**src/design/oag_pkg.sv**
```systemverilog
package oag_pkg;
    localparam int unsigned data_w = 16;
    localparam int unsigned reg_count = 8;
    localparam logic [2:0] pc_reg = 3'h7;
    localparam int unsigned mode_msb = 5;
    localparam int unsigned mode_lsb = 3;
    localparam int unsigned reg_msb = 2;
    localparam int unsigned reg_lsb = 0;
    localparam logic [2:0] mode_register = 3'h0;
    localparam logic [2:0] mode_reg_deferred = 3'h1;
    localparam logic [2:0] mode_autoinc = 3'h2;
    localparam logic [2:0] mode_autoinc_def = 3'h3;
    localparam logic [2:0] mode_autodec = 3'h4;
    localparam logic [2:0] mode_autodec_def = 3'h5;
    localparam logic [2:0] mode_index = 3'h6;
    localparam logic [2:0] mode_index_def = 3'h7;
    localparam logic [5:0] spec_immediate = 6'h17;
    localparam logic [15:0] step_byte = 16'h0001;
    localparam logic [15:0] step_word = 16'h0002;
    localparam logic [15:0] reset_word = 16'h0000;
    typedef enum logic [1:0] {
        res_register,
        res_address,
        res_immediate
    } result_kind_t;
endpackage : oag_pkg

```
**src/design/oag_step.sv**
```systemverilog
`timescale 1ns/1ps
// register update amount for a mode
module oag_step (
    input wire logic [2:0] i_mode,
    input wire logic [2:0] i_reg,
    input wire logic i_byte,
    output logic [15:0] o_step
);
    import oag_pkg::*;
    always_comb begin
        // deferred forms and the pc always move a whole word
        if (i_mode[0] || i_reg == pc_reg || !i_byte) begin
            o_step = step_word;
        end else begin
            o_step = step_byte;
        end
    end
endmodule : oag_step

```
**src/design/operand_address_generator.sv**
```systemverilog
`timescale 1ns/1ps
module operand_address_generator (
    input wire logic i_core_clk,
    input wire logic i_reset,
    input wire logic i_start,
    input wire logic [5:0] i_specifier,
    input wire logic i_byte,
    input wire logic i_wr_en,
    input wire logic [2:0] i_wr_sel,
    input wire logic [15:0] i_wr_data,
    output logic o_bus_req,
    output logic [15:0] o_bus_addr,
    input wire logic i_bus_ack,
    input wire logic [15:0] i_bus_data,
    output logic o_done,
    output logic o_busy,
    output oag_pkg::result_kind_t o_kind,
    output logic [2:0] o_reg_num,
    output logic [15:0] o_value,
    output logic [15:0] o_pc
);
    import oag_pkg::*;

    typedef enum logic [2:0] {
        st_idle,
        st_fetch_index,
        st_fetch_pointer,
        st_finish
    } state_t;

    state_t state_q;
    logic [15:0] gpr_q [reg_count];
    logic [2:0] mode_q;
    logic [2:0] sel_q;
    logic byte_q;
    logic [15:0] addr_q;
    logic [15:0] value_q;
    logic done_q;
    result_kind_t kind_q;
    logic [2:0] mode_d;
    logic [2:0] sel_d;
    logic [15:0] step_w;
    logic [15:0] sel_val;
    logic [15:0] dec_val;
    logic [15:0] ack_step;
    logic [15:0] pc_next;
    logic start_ok;

    // the pc as selected register turns modes 2, 3, 6, 7 into pc forms
    function automatic logic is_pc(input logic [2:0] r);
        return r == pc_reg;
    endfunction : is_pc

    // mode 2 on the pc: the next word is the operand itself
    function automatic logic is_immediate(input logic [2:0] m,
            input logic [2:0] r);
        return m == mode_autoinc && is_pc(r);
    endfunction : is_immediate

    // pointer reads that bump the pointer register afterwards
    function automatic logic pointer_steps(input logic [2:0] m,
            input logic [2:0] r);
        return m == mode_autoinc_def || is_immediate(m, r);
    endfunction : pointer_steps

    // low mode bit adds one level of indirection
    function automatic logic is_deferred(input logic [2:0] m);
        return m[0];
    endfunction : is_deferred

    assign mode_d = i_specifier[mode_msb:mode_lsb];
    assign sel_d = i_specifier[reg_msb:reg_lsb];
    assign sel_val = gpr_q[sel_d];
    // a start while busy is dropped, never queued
    assign start_ok = i_start && state_q == st_idle;

    oag_step u_step (
        .i_mode(mode_d),
        .i_reg(sel_d),
        .i_byte(i_byte),
        .o_step(step_w)
    );

    assign dec_val = sel_val - step_w;
    // pc value once the word it points at has been read
    assign pc_next = gpr_q[pc_reg] + step_word;

    // bump after a pointer read; size decision kept in one module
    oag_step u_ack_step (
        .i_mode(mode_q),
        .i_reg(sel_q),
        .i_byte(byte_q),
        .o_step(ack_step)
    );

    // next state and memory addresses
    always_ff @(posedge i_core_clk) begin
        if (i_reset) begin
            state_q <= st_idle;
            addr_q <= reset_word;
        end else begin
            unique case (state_q)
                st_idle: begin
                    if (start_ok) begin
                        unique case (mode_d)
                            mode_register, mode_reg_deferred: begin
                                state_q <= st_finish;
                            end
                            mode_autoinc: begin
                                // pc autoinc reads the immediate word
                                if (is_pc(sel_d)) begin
                                    addr_q <= sel_val;
                                    state_q <= st_fetch_pointer;
                                end else begin
                                    state_q <= st_finish;
                                end
                            end
                            mode_autoinc_def: begin
                                addr_q <= sel_val;
                                state_q <= st_fetch_pointer;
                            end
                            mode_autodec: begin
                                state_q <= st_finish;
                            end
                            mode_autodec_def: begin
                                // on the pc too: no bump after this read
                                addr_q <= dec_val;
                                state_q <= st_fetch_pointer;
                            end
                            mode_index, mode_index_def: begin
                                // index word always comes from the pc
                                addr_q <= gpr_q[pc_reg];
                                state_q <= st_fetch_index;
                            end
                        endcase
                    end
                end
                st_fetch_index: begin
                    if (i_bus_ack) begin
                        // pc as base sees its already advanced value
                        if (is_deferred(mode_q)) begin
                            if (is_pc(sel_q)) begin
                                addr_q <= i_bus_data + pc_next;
                            end else begin
                                addr_q <= i_bus_data + gpr_q[sel_q];
                            end
                            state_q <= st_fetch_pointer;
                        end else begin
                            state_q <= st_finish;
                        end
                    end
                end
                st_fetch_pointer: begin
                    if (i_bus_ack) begin
                        state_q <= st_finish;
                    end
                end
                st_finish: begin
                    // last bus word is already in value_q here
                    state_q <= st_idle;
                end
            endcase
        end
    end

    // specifier held for the whole operation; inputs may move once taken
    always_ff @(posedge i_core_clk) begin
        if (i_reset) begin
            mode_q <= mode_register;
            sel_q <= 3'h0;
            byte_q <= 1'b0;
        end else if (start_ok) begin
            mode_q <= mode_d;
            sel_q <= sel_d;
            byte_q <= i_byte;
        end
    end

    // result value and kind
    always_ff @(posedge i_core_clk) begin
        if (i_reset) begin
            value_q <= reset_word;
            kind_q <= res_register;
        end else if (start_ok) begin
            unique case (mode_d)
                mode_register: begin
                    kind_q <= res_register;
                    value_q <= sel_val;
                end
                mode_reg_deferred, mode_autoinc: begin
                    kind_q <= res_address;
                    value_q <= sel_val;
                    if (is_immediate(mode_d, sel_d)) begin
                        kind_q <= res_immediate;
                    end
                end
                mode_autodec: begin
                    kind_q <= res_address;
                    value_q <= dec_val;
                end
                // modes with reads fill value_q at the ack
                default: begin
                    kind_q <= res_address;
                    value_q <= reset_word;
                end
            endcase
        end else if (i_bus_ack) begin
            unique case (state_q)
                st_fetch_index: begin
                    if (is_pc(sel_q)) begin
                        // relative: offset plus pc+2
                        value_q <= i_bus_data + pc_next;
                    end else begin
                        value_q <= i_bus_data + gpr_q[sel_q];
                    end
                end
                st_fetch_pointer: begin
                    value_q <= i_bus_data;
                end
                default: begin
                end
            endcase
        end
    end

    // general registers and side effects
    always_ff @(posedge i_core_clk) begin
        if (i_reset) begin
            for (int i = 0; i < reg_count; i++) begin
                gpr_q[i] <= reset_word;
            end
        end else begin
            // loads only while idle, so only a load in the start cycle can move a read's base
            if (i_wr_en && state_q == st_idle) begin
                gpr_q[i_wr_sel] <= i_wr_data;
            end
            if (start_ok) begin
                unique case (mode_d)
                    mode_autoinc: begin
                        // pc reads advance at the ack, others now
                        if (!is_pc(sel_d)) begin
                            gpr_q[sel_d] <= sel_val + step_w;
                        end
                    end
                    mode_autodec, mode_autodec_def: begin
                        gpr_q[sel_d] <= dec_val;
                    end
                    default: begin
                    end
                endcase
            end else if (i_bus_ack) begin
                // index fetch always via pc; pointer fetch via pc
                // only when the pc was the pointer
                if (state_q == st_fetch_index) begin
                    gpr_q[pc_reg] <= pc_next;
                end else if (state_q == st_fetch_pointer) begin
                    if (pointer_steps(mode_q, sel_q)) begin
                        gpr_q[sel_q] <= gpr_q[sel_q] + ack_step;
                    end
                end
            end
        end
    end

    always_ff @(posedge i_core_clk) begin
        if (i_reset) begin
            done_q <= 1'b0;
        end else begin
            // trails finish by a cycle, when busy is already low
            done_q <= state_q == st_finish;
        end
    end

    // stands until the ack; the address only moves on an ack
    assign o_bus_req = state_q == st_fetch_index
        || state_q == st_fetch_pointer;
    assign o_bus_addr = addr_q;
    assign o_done = done_q;
    assign o_busy = state_q != st_idle;
    assign o_kind = kind_q;
    assign o_reg_num = sel_q;
    assign o_value = value_q;
    assign o_pc = gpr_q[pc_reg];
endmodule : operand_address_generator

```
**config.mk**
```make
export PLATFORM = sky130hd
export DESIGN_NAME = operand_address_generator
export DESIGN_NICKNAME = d
export VERILOG_FILES = /design/src/design/oag_pkg.sv /design/src/design/oag_step.sv /design/src/design/operand_address_generator.sv
export SDC_FILE = /design/constraint.sdc
export NUM_CORES = 1
export LEC_CHECK = 0
export BUFFER_PORTS_ARGS = -buffer_cell sky130_fd_sc_hd__buf_2
export CAP_MARGIN = 25
export CORE_ASPECT_RATIO = 1.75
export CORE_MARGIN = 1.5
export CORE_UTILIZATION = 30
export CTS_CLUSTER_SIZE = 40
export DETAILED_ROUTE_END_ITERATION = 10
export REMOVE_ABC_BUFFERS = 1
export SETUP_SLACK_MARGIN = 0.3
export SKIP_LAST_GASP = 1
export SYNTH_ARGS = -nofsm -noshare
export SYNTH_HDL_FRONTEND = slang
export SYNTH_HIERARCHICAL = 1
export SYNTH_SLANG_ARGS = --single-unit
```
**constraint.sdc**
```tcl
create_clock -name i_core_clk -period 9.6 [get_ports i_core_clk]
set_input_delay 1.92 -clock i_core_clk [delete_from_list [all_inputs] [get_ports i_core_clk]]
set_output_delay 1.92 -clock i_core_clk [all_outputs]
set_load 0.01 [all_outputs]
```
==> summary.md, run 1 <==
| Metric | Value |
|---|---|
| Status | `complete, no violations` |
| Peak supply drop | `around 0.11 mV` |
| Critical path capture point type | `flip-flop` |
| Synth cell types | `just over 90` |
| Hold WC Path Type | `reg -> reg` |
| I/O pins | `103` |
| Worst Skew | `roughly 0.012 ns` |
| Drt pass-1 iters | `5` |
| Startpoint types | `input pin` |
| Async set or reset register ratio after synthesis | `0%` |
| Placement Cell Area | `15400 um2` |
| Met1 Usage GRT | `a little under a quarter` |
| Setup crit start | `i_specifier[0]` |
| Worst Path Required | `9.79 ns` |
| FF-to-FF End | `gpr_q[7][12]` |
| Max-cap viol count | `0` |
| Core area | `around 48000 um2` |
| DRC viols | `0` |
| Clk buf depth | `2` |
| Layout cells sized above 1 | `16.1%` |
| I/O Buffers | `102` |
| Most common flop cell mapped by yosys | `edfxtp_1` |
| Tot Pwr | `between 0.003 and 0.004 W` |
| Via count | `around 14k` |
| Leakage Power | `6.17 nW` |
| GRT Overall Usage | `about a quarter` |
| Final setup vio count | `0` |
| Vias per inst | `6.13` |
| Post_cts resized | `0` |
| Mux contribution to synthesized area | `approximately 11%` |
| H-tree depth | `4` |
| Avg WL per Cell | `between 20 and 30 um` |
| Number of synthesized flops with an enable pin | `roughly 130` |
| Number of cells on the worst reg-to-reg path | `13` |
| Met2 Use GR | `a little over two fifths` |
| Grt peak-use layer | `met2` |
| CTS tree | `done` |
| Mapped Cells | `around 1.6k` |
| Setup CP Type | `in -> reg` |
| Fin. max-slew vios | `0` |
| Clock latency on the worst-skew pair | `0.48 ns` |
| GRT overflow | `0` |
| Yosys warns | `6` |
| Post-route ant nets | `0` |
| Chip height | `293 um` |
| Placed Cells | `2197` |
| Final instance area | `16100 um2` |
| Post-CTS Hold Buffers | `0` |
| Pwr per Cell Area | `approximately 220 nW/um2` |
| Post-DP HPWL | `44600 um` |
| Worst-margin pin slew | `1.16 ns` |
| Combinational family with the most area after synthesis | `compound AO/OA/AOI/OAI gates` |
| Max-slew headroom | `21.9%` |
| Syn avg cell area | `9.15 um2` |
| Final wirelength | `roughly 60000 um` |
| CTS Buf Count | `17` |
| Clk sink count | `around 180` |
| Complex-gate fraction of the synthesized area | `roughly 24%` |
| First-pass GRT wire length | `about 86000 um` |
| Post-Synth XOR/XNOR Area | `between 3 and 4%` |
| Min cycle time layout | `about 6.7 ns` |
| CTS root buf | `clkbuf_16` |
| Initial DRC count | `1069` |
| RSZ-0062 raised after global routing | `no` |
| Initial antenna violation count | `1` |
| Nets | `between 1.5k and 2k` |
| Register bit total from synthesis | `~180` |
| Worst path arrival time | `6.87 ns` |
| Final Hold Viols | `0` |
| Max Clk Rate | `0.150 GHz` |
| Setup bufs post-CTS | `0` |
| Post-Synth Simple-Gate Area | `between 10% and 20%` |
| Sequential share of the synthesized area | `between 30% and 40%` |
| GRT met3 Usage | `about 4.4%` |
| Clock transition at the registers of the reported paths | `0.07 ns` |
| Mapped Area | `14400 um2` |
| GP Congestion | `0.948` |
| Final Cycle Share | `roughly 70%` |
| Worst setup path endpoint | `gpr_q[1][14]` |
| Largest net degree at the start of global routing | `48` |
| Hold path cells | `2` |
| Worst-path maximum fanout | `25` |
| Vias in the first global route | `between 10k and 15k` |
| Final Instance Count excl. Fillers | `between 2k and 2.5k` |
| Setup TNS | `0 ns` |
| FP Rows | `approximately 110` |
| Starting Density | `between 30% and 40%` |
| Die ar. | `between 40000 and 50000 um2` |
| Worst reg-to-reg setup slack | `roughly 4.1 ns` |
| Post-Synth Adder-Cell Area | `6.70%` |
| Area growth, synth to finish | `11.1%` |
| Die W | `169 um` |
==> where the power goes <==
part	leakage (nW)	internal (W)	switching (W)
Combinational	4.15	0.000595	0.00109
Clock	0.306	0.000441	0.000342
Sequential	1.71	0.000928	0.0000932
Total	6.17	0.00196	0.00153
==> metal layers <==
layer  vias to the layer above  part of all wire, %
met1                      6560                   33
met4                         2                  8.6
met2                       751                   52
met5                         -                0.029
met3                       280                  6.7
li1                       6078                    -
==> registers in the layout, summed over array words and instances (netlist names), named ones only <==
| signal | count |
|---|---|
| state_q | 2 |
| gpr_q | 128 |
| o_value | 16 |
| o_kind | 2 |
| o_bus_addr | 16 |
| o_done | 1 |
| mode_q | 3 |
| o_reg_num | 3 |
| byte_q | 1 |
==> logic make-up after synthesis <==
group / count (synthesis)
buffers and inverters: 193
adder cells (fa/ha/maj): 75
AND/OR/NAND/NOR: 469
other: 2
flip-flops: 175
XOR/XNOR: 57
AO/OA/AOI/OAI: 503
multiplexers: 105
==> critical path, cell delays in order <==
cell     delay (ns)
buf_2          0.49
buf_4          0.34
mux2_2         0.36
a22oi_1        0.14
nor2_1         0.06
nor3_1         0.52
ha_1           0.27
inv_1          0.06
fa_1           0.44
a21o_1         0.22
a21oi_2        0.23
o21ai_1        0.21
a31oi_1        0.41
o21ai_0        0.20
a22oi_1        0.24
xor2_1         0.53
o22ai_1        0.19
==> synth_stat cells, drive strengths merged (39+ instances only) <==
cell type | number | area [um2]
clkbuf | 69 | 259
dfxtp | 47 | 941
buf | 64 | 389
edfxtp | 128 | 3840
o21ai | 84 | 420
a21oi | 112 | 564
mux4 | 39 | 878
o22ai | 81 | 507
ha | 71 | 888
inv | 60 | 225
nand3 | 47 | 235
nor2 | 122 | 460
nand2 | 150 | 563
==> through the flow <==
stage                     setup WS (ns)  hold WS (ns)  utilization [%]
after CTS                          3.06         0.454             33.7
after global routing               2.68         0.465             33.7
after floorplan                    4.26         0.431                -
after global placement             2.68         0.437             32.3
final                              2.91         0.449             33.7
after detailed placement           2.56         0.445             32.3
==> placed cells by master (no fill, tap or decap), types with 10 or more instances in the layout <==
master     count
a221o_1       11
buf_2        102
dfxtp_1       46
clkbuf_16     17
or3_1         17
mux2_2        29
nor2_1       121
o31ai_1       11
xor2_1        23
o211ai_1      13
nand3_1       47
inv_1         60
a21o_1        15
a221oi_1      25
a22o_1        15
edfxtp_1     128
mux2i_1       34
ha_1          71
nor3_1        30
o22ai_1       81
o21ai_0       74
and2_1        11
a22oi_1       13
o21a_1        10
nand3b_1      16
a211oi_1      15
nor2b_1       16
nand2_1      150
a21oi_1      111
xnor2_1       32
mux4_2        39
conb_1        28
buf_4         30
nand2b_1      13
==> worst min path at each step <==
stage	to	startpoint	slack, ns
finish	o_value[1]	o_value[1]	0.45
global route	o_value[0]	o_value[0]	0.46
CTS	o_value[0]	o_value[0]	0.45
detailed placement	o_value[8]	o_value[8]	0.44
global placement	o_value[5]	o_value[5]	0.44
floorplan	mode_q[2]	mode_q[2]	0.43
==> area by class of cell <==
cell class              count  area [um2]
clock inverters            13         199
multi-input cells        1237        8910
clock buffers              18         429
inverters                  60         225
fillers                  4844       31600
diodes                      1        2.50
flip-flops and latches    175        4790
well taps                 594         743
repair buffers            134         758
No activity file was read; power rests on OpenSTA's default activity.
==> run 2, diff against run 1 <==
==> constraint.sdc (replaced) <==
create_clock -name i_core_clk -period 6.5 [get_ports i_core_clk]
set_input_delay 1.3 -clock i_core_clk [delete_from_list [all_inputs] [get_ports i_core_clk]]
set_output_delay 1.3 -clock i_core_clk [all_outputs]
set_load 0.01 [all_outputs]
==> summary.md, run 2 (same netlist as run 1, synthesis figures left out) <==
| Metric | Value |
|---|---|
| Ant diodes | `0` |
| Clk sink count | `approximately 180` |
| Vias per inst | `approximately 6` |
| GRT Overall Usage | `23.2%` |
| DRC viols | `0` |
| Setup bufs post-CTS | `0` |
| Pwr per Cell Area | `between 300 and 400 nW/um2` |
| Drt pass-1 iters | `5` |
| Status | `complete, no violations` |
| Startpoint types | `input pin` |
| I/O Buffers | `slightly above 100` |
| Biggest register | `gpr_q` |
| Post-route ant nets | `0` |
| Largest net degree at the start of global routing | `38` |
| Post-DP HPWL | `45300 um` |
| Clock transition at the registers of the reported paths | `0.07 ns` |
| GP Congestion | `0.964` |
| Avg WL per Cell | `25.7 um` |
| Worst Skew | `between 0.01 and 0.015 ns` |
| Worst-path maximum fanout | `25` |
| Post_cts resized | `0` |
| CTS Buf Count | `17` |
| Final Cycle Share | `85.6%` |
| Initial antenna violation count | `0` |
| Max reg flops | `approximately 130` |
| Most frequent cells in the layout | `nand2_1, edfxtp_1, nor2_1, a21oi_1, buf_2` |
| Core area | `47600 um2` |
| Final Util | `between 30 and 40%` |
| Setup CP Type | `in -> reg` |
| Worst Path Required | `6.66 ns` |
| Max-slew headroom | `between 20 and 30%` |
| Final setup vio count | `0` |
| GRT overflow | `0` |
| Via count | `13.6k` |
| Chip height | `between 200 and 300 um` |
| Fin. max-slew vios | `0` |
| Hold WC Path Type | `reg -> reg` |
| CTS root buf | `clkbuf_16` |
| Initial DRC count | `around 950` |
| Vias in the first global route | `roughly 14k` |
| Max Clk Rate | `approximately 0.18 GHz` |
| FP Rows | `106` |
| CTS tree | `done` |
| Peak supply drop | `roughly 0.15 mV` |
| Layout cells sized above 1 | `17.2%` |
| Final Hold Viols | `0` |
| Starting Density | `30.3%` |
| H-tree depth | `4` |
| Post-CTS Hold Buffers | `0` |
| Min cycle time layout | `around 5.6 ns` |
| Clock latency on the worst-skew pair | `around 0.46 ns` |
| Clk buf depth | `2` |
| Setup TNS | `0 ns` |
| First-pass GRT wire length | `~85000 um` |
| Area growth, synth to finish | `12.0%` |
| Worst path arrival time | `approximately 5.7 ns` |
| Commonest non-fill, non-tap cell in the layout | `nand2_1` |
| I/O pins | `a little over 100` |
| Leakage Power | `about 6.3 nW` |
| Critical path capture point type | `flip-flop` |
| RSZ-0062 raised after global routing | `no` |
| Worst-margin pin slew | `between 1 and 1.5 ns` |
| Final wirelength | `approximately 58000 um` |
| Max-cap viol count | `0` |
| Nets | `between 1.5k and 2k` |
| Die W | `around 170 um` |
| Die ar. | `49500 um2` |
==> run 2: changes by cell type in the layout (fill, tap and decap cells not counted), sizes merged <==
cell / before / now
bufinv: 4 / 1
diode: 1 / 0
clkbuf: 19 / 18
clkinv: 2 / 4
clkinvlp: 1 / 2
inv: 66 / 67
buf: 133 / 155
==> run 2: routing by layer <==
metal | track usage (%) | share of wire, %
met1 | 21.6 | 32
met2 | 43.1 | 52
met3 | 3.58 | 5.7
met4 | 21.3 | 9.8
met5 | 0 | 0
==> run 2: power by group <==
| part | internal, W | total (W) | switching [W] |
|---|---|---|---|
| Combinational | 0.000896 | 0.00246 | 0.00157 |
| Sequential | 0.00137 | 0.00153 | 0.000157 |
| Clock | 0.000543 | 0.00105 | 0.000511 |
| Total | 0.00281 | 0.00504 | 0.00223 |
==> run 2: worst paths after layout <==
kind,depth (start not counted),endpoint,start,slack [ns]
worst max-delay path,17,gpr_q[6][14],i_specifier[1],0.94
worst min-delay path,2,o_value[6],o_value[6],0.45
worst max register to register,12,gpr_q[7][12],flip-flop,1.28
worst min register to register,2,o_value[6],o_value[6],0.45
==> run 2: layout make-up <==
type                       instances  area (um2)
clock inverter                    14         149
multi-input combinational       1237        8910
inverter                          60         225
timing repair buffer             155         930
fill                            4869       31400
tap                              594         743
clock buffer                      18         429
sequential                       175        4790
==> run 2: critical path, cell delays in order <==
cell     delay [ns]
buf_2          0.45
mux2_2         0.40
a22oi_1        0.14
nor2_1         0.07
nor3_1         0.57
ha_1           0.26
inv_1          0.05
fa_1           0.44
a21o_1         0.22
a21oi_2        0.24
o21ai_1        0.20
a31oi_1        0.39
o21ai_0        0.20
a22oi_1        0.24
xor2_1         0.23
buf_4          0.19
o22ai_1        0.09
==> run 2: through the flow <==
step / worst slack, ns / instance area [um2] / std cells / total power [W] / hold slack, ns
6_report: 0.936 / 16200 / 2253 / 0.00504 / 0.450
4_1_cts: 1.00 / 16100 / 2251 / 0.00500 / 0.452
5_1_grt: 0.656 / 16200 / 2253 / 0.00528 / 0.463
2_1_floorplan: 1.45 / 13900 / 1472 / 0.00307 / 0.431
3_3_place_gp: 0.485 / 15500 / 2217 / 0.00392 / 0.437
3_5_place_dp: 0.561 / 15600 / 2219 / 0.00394 / 0.443
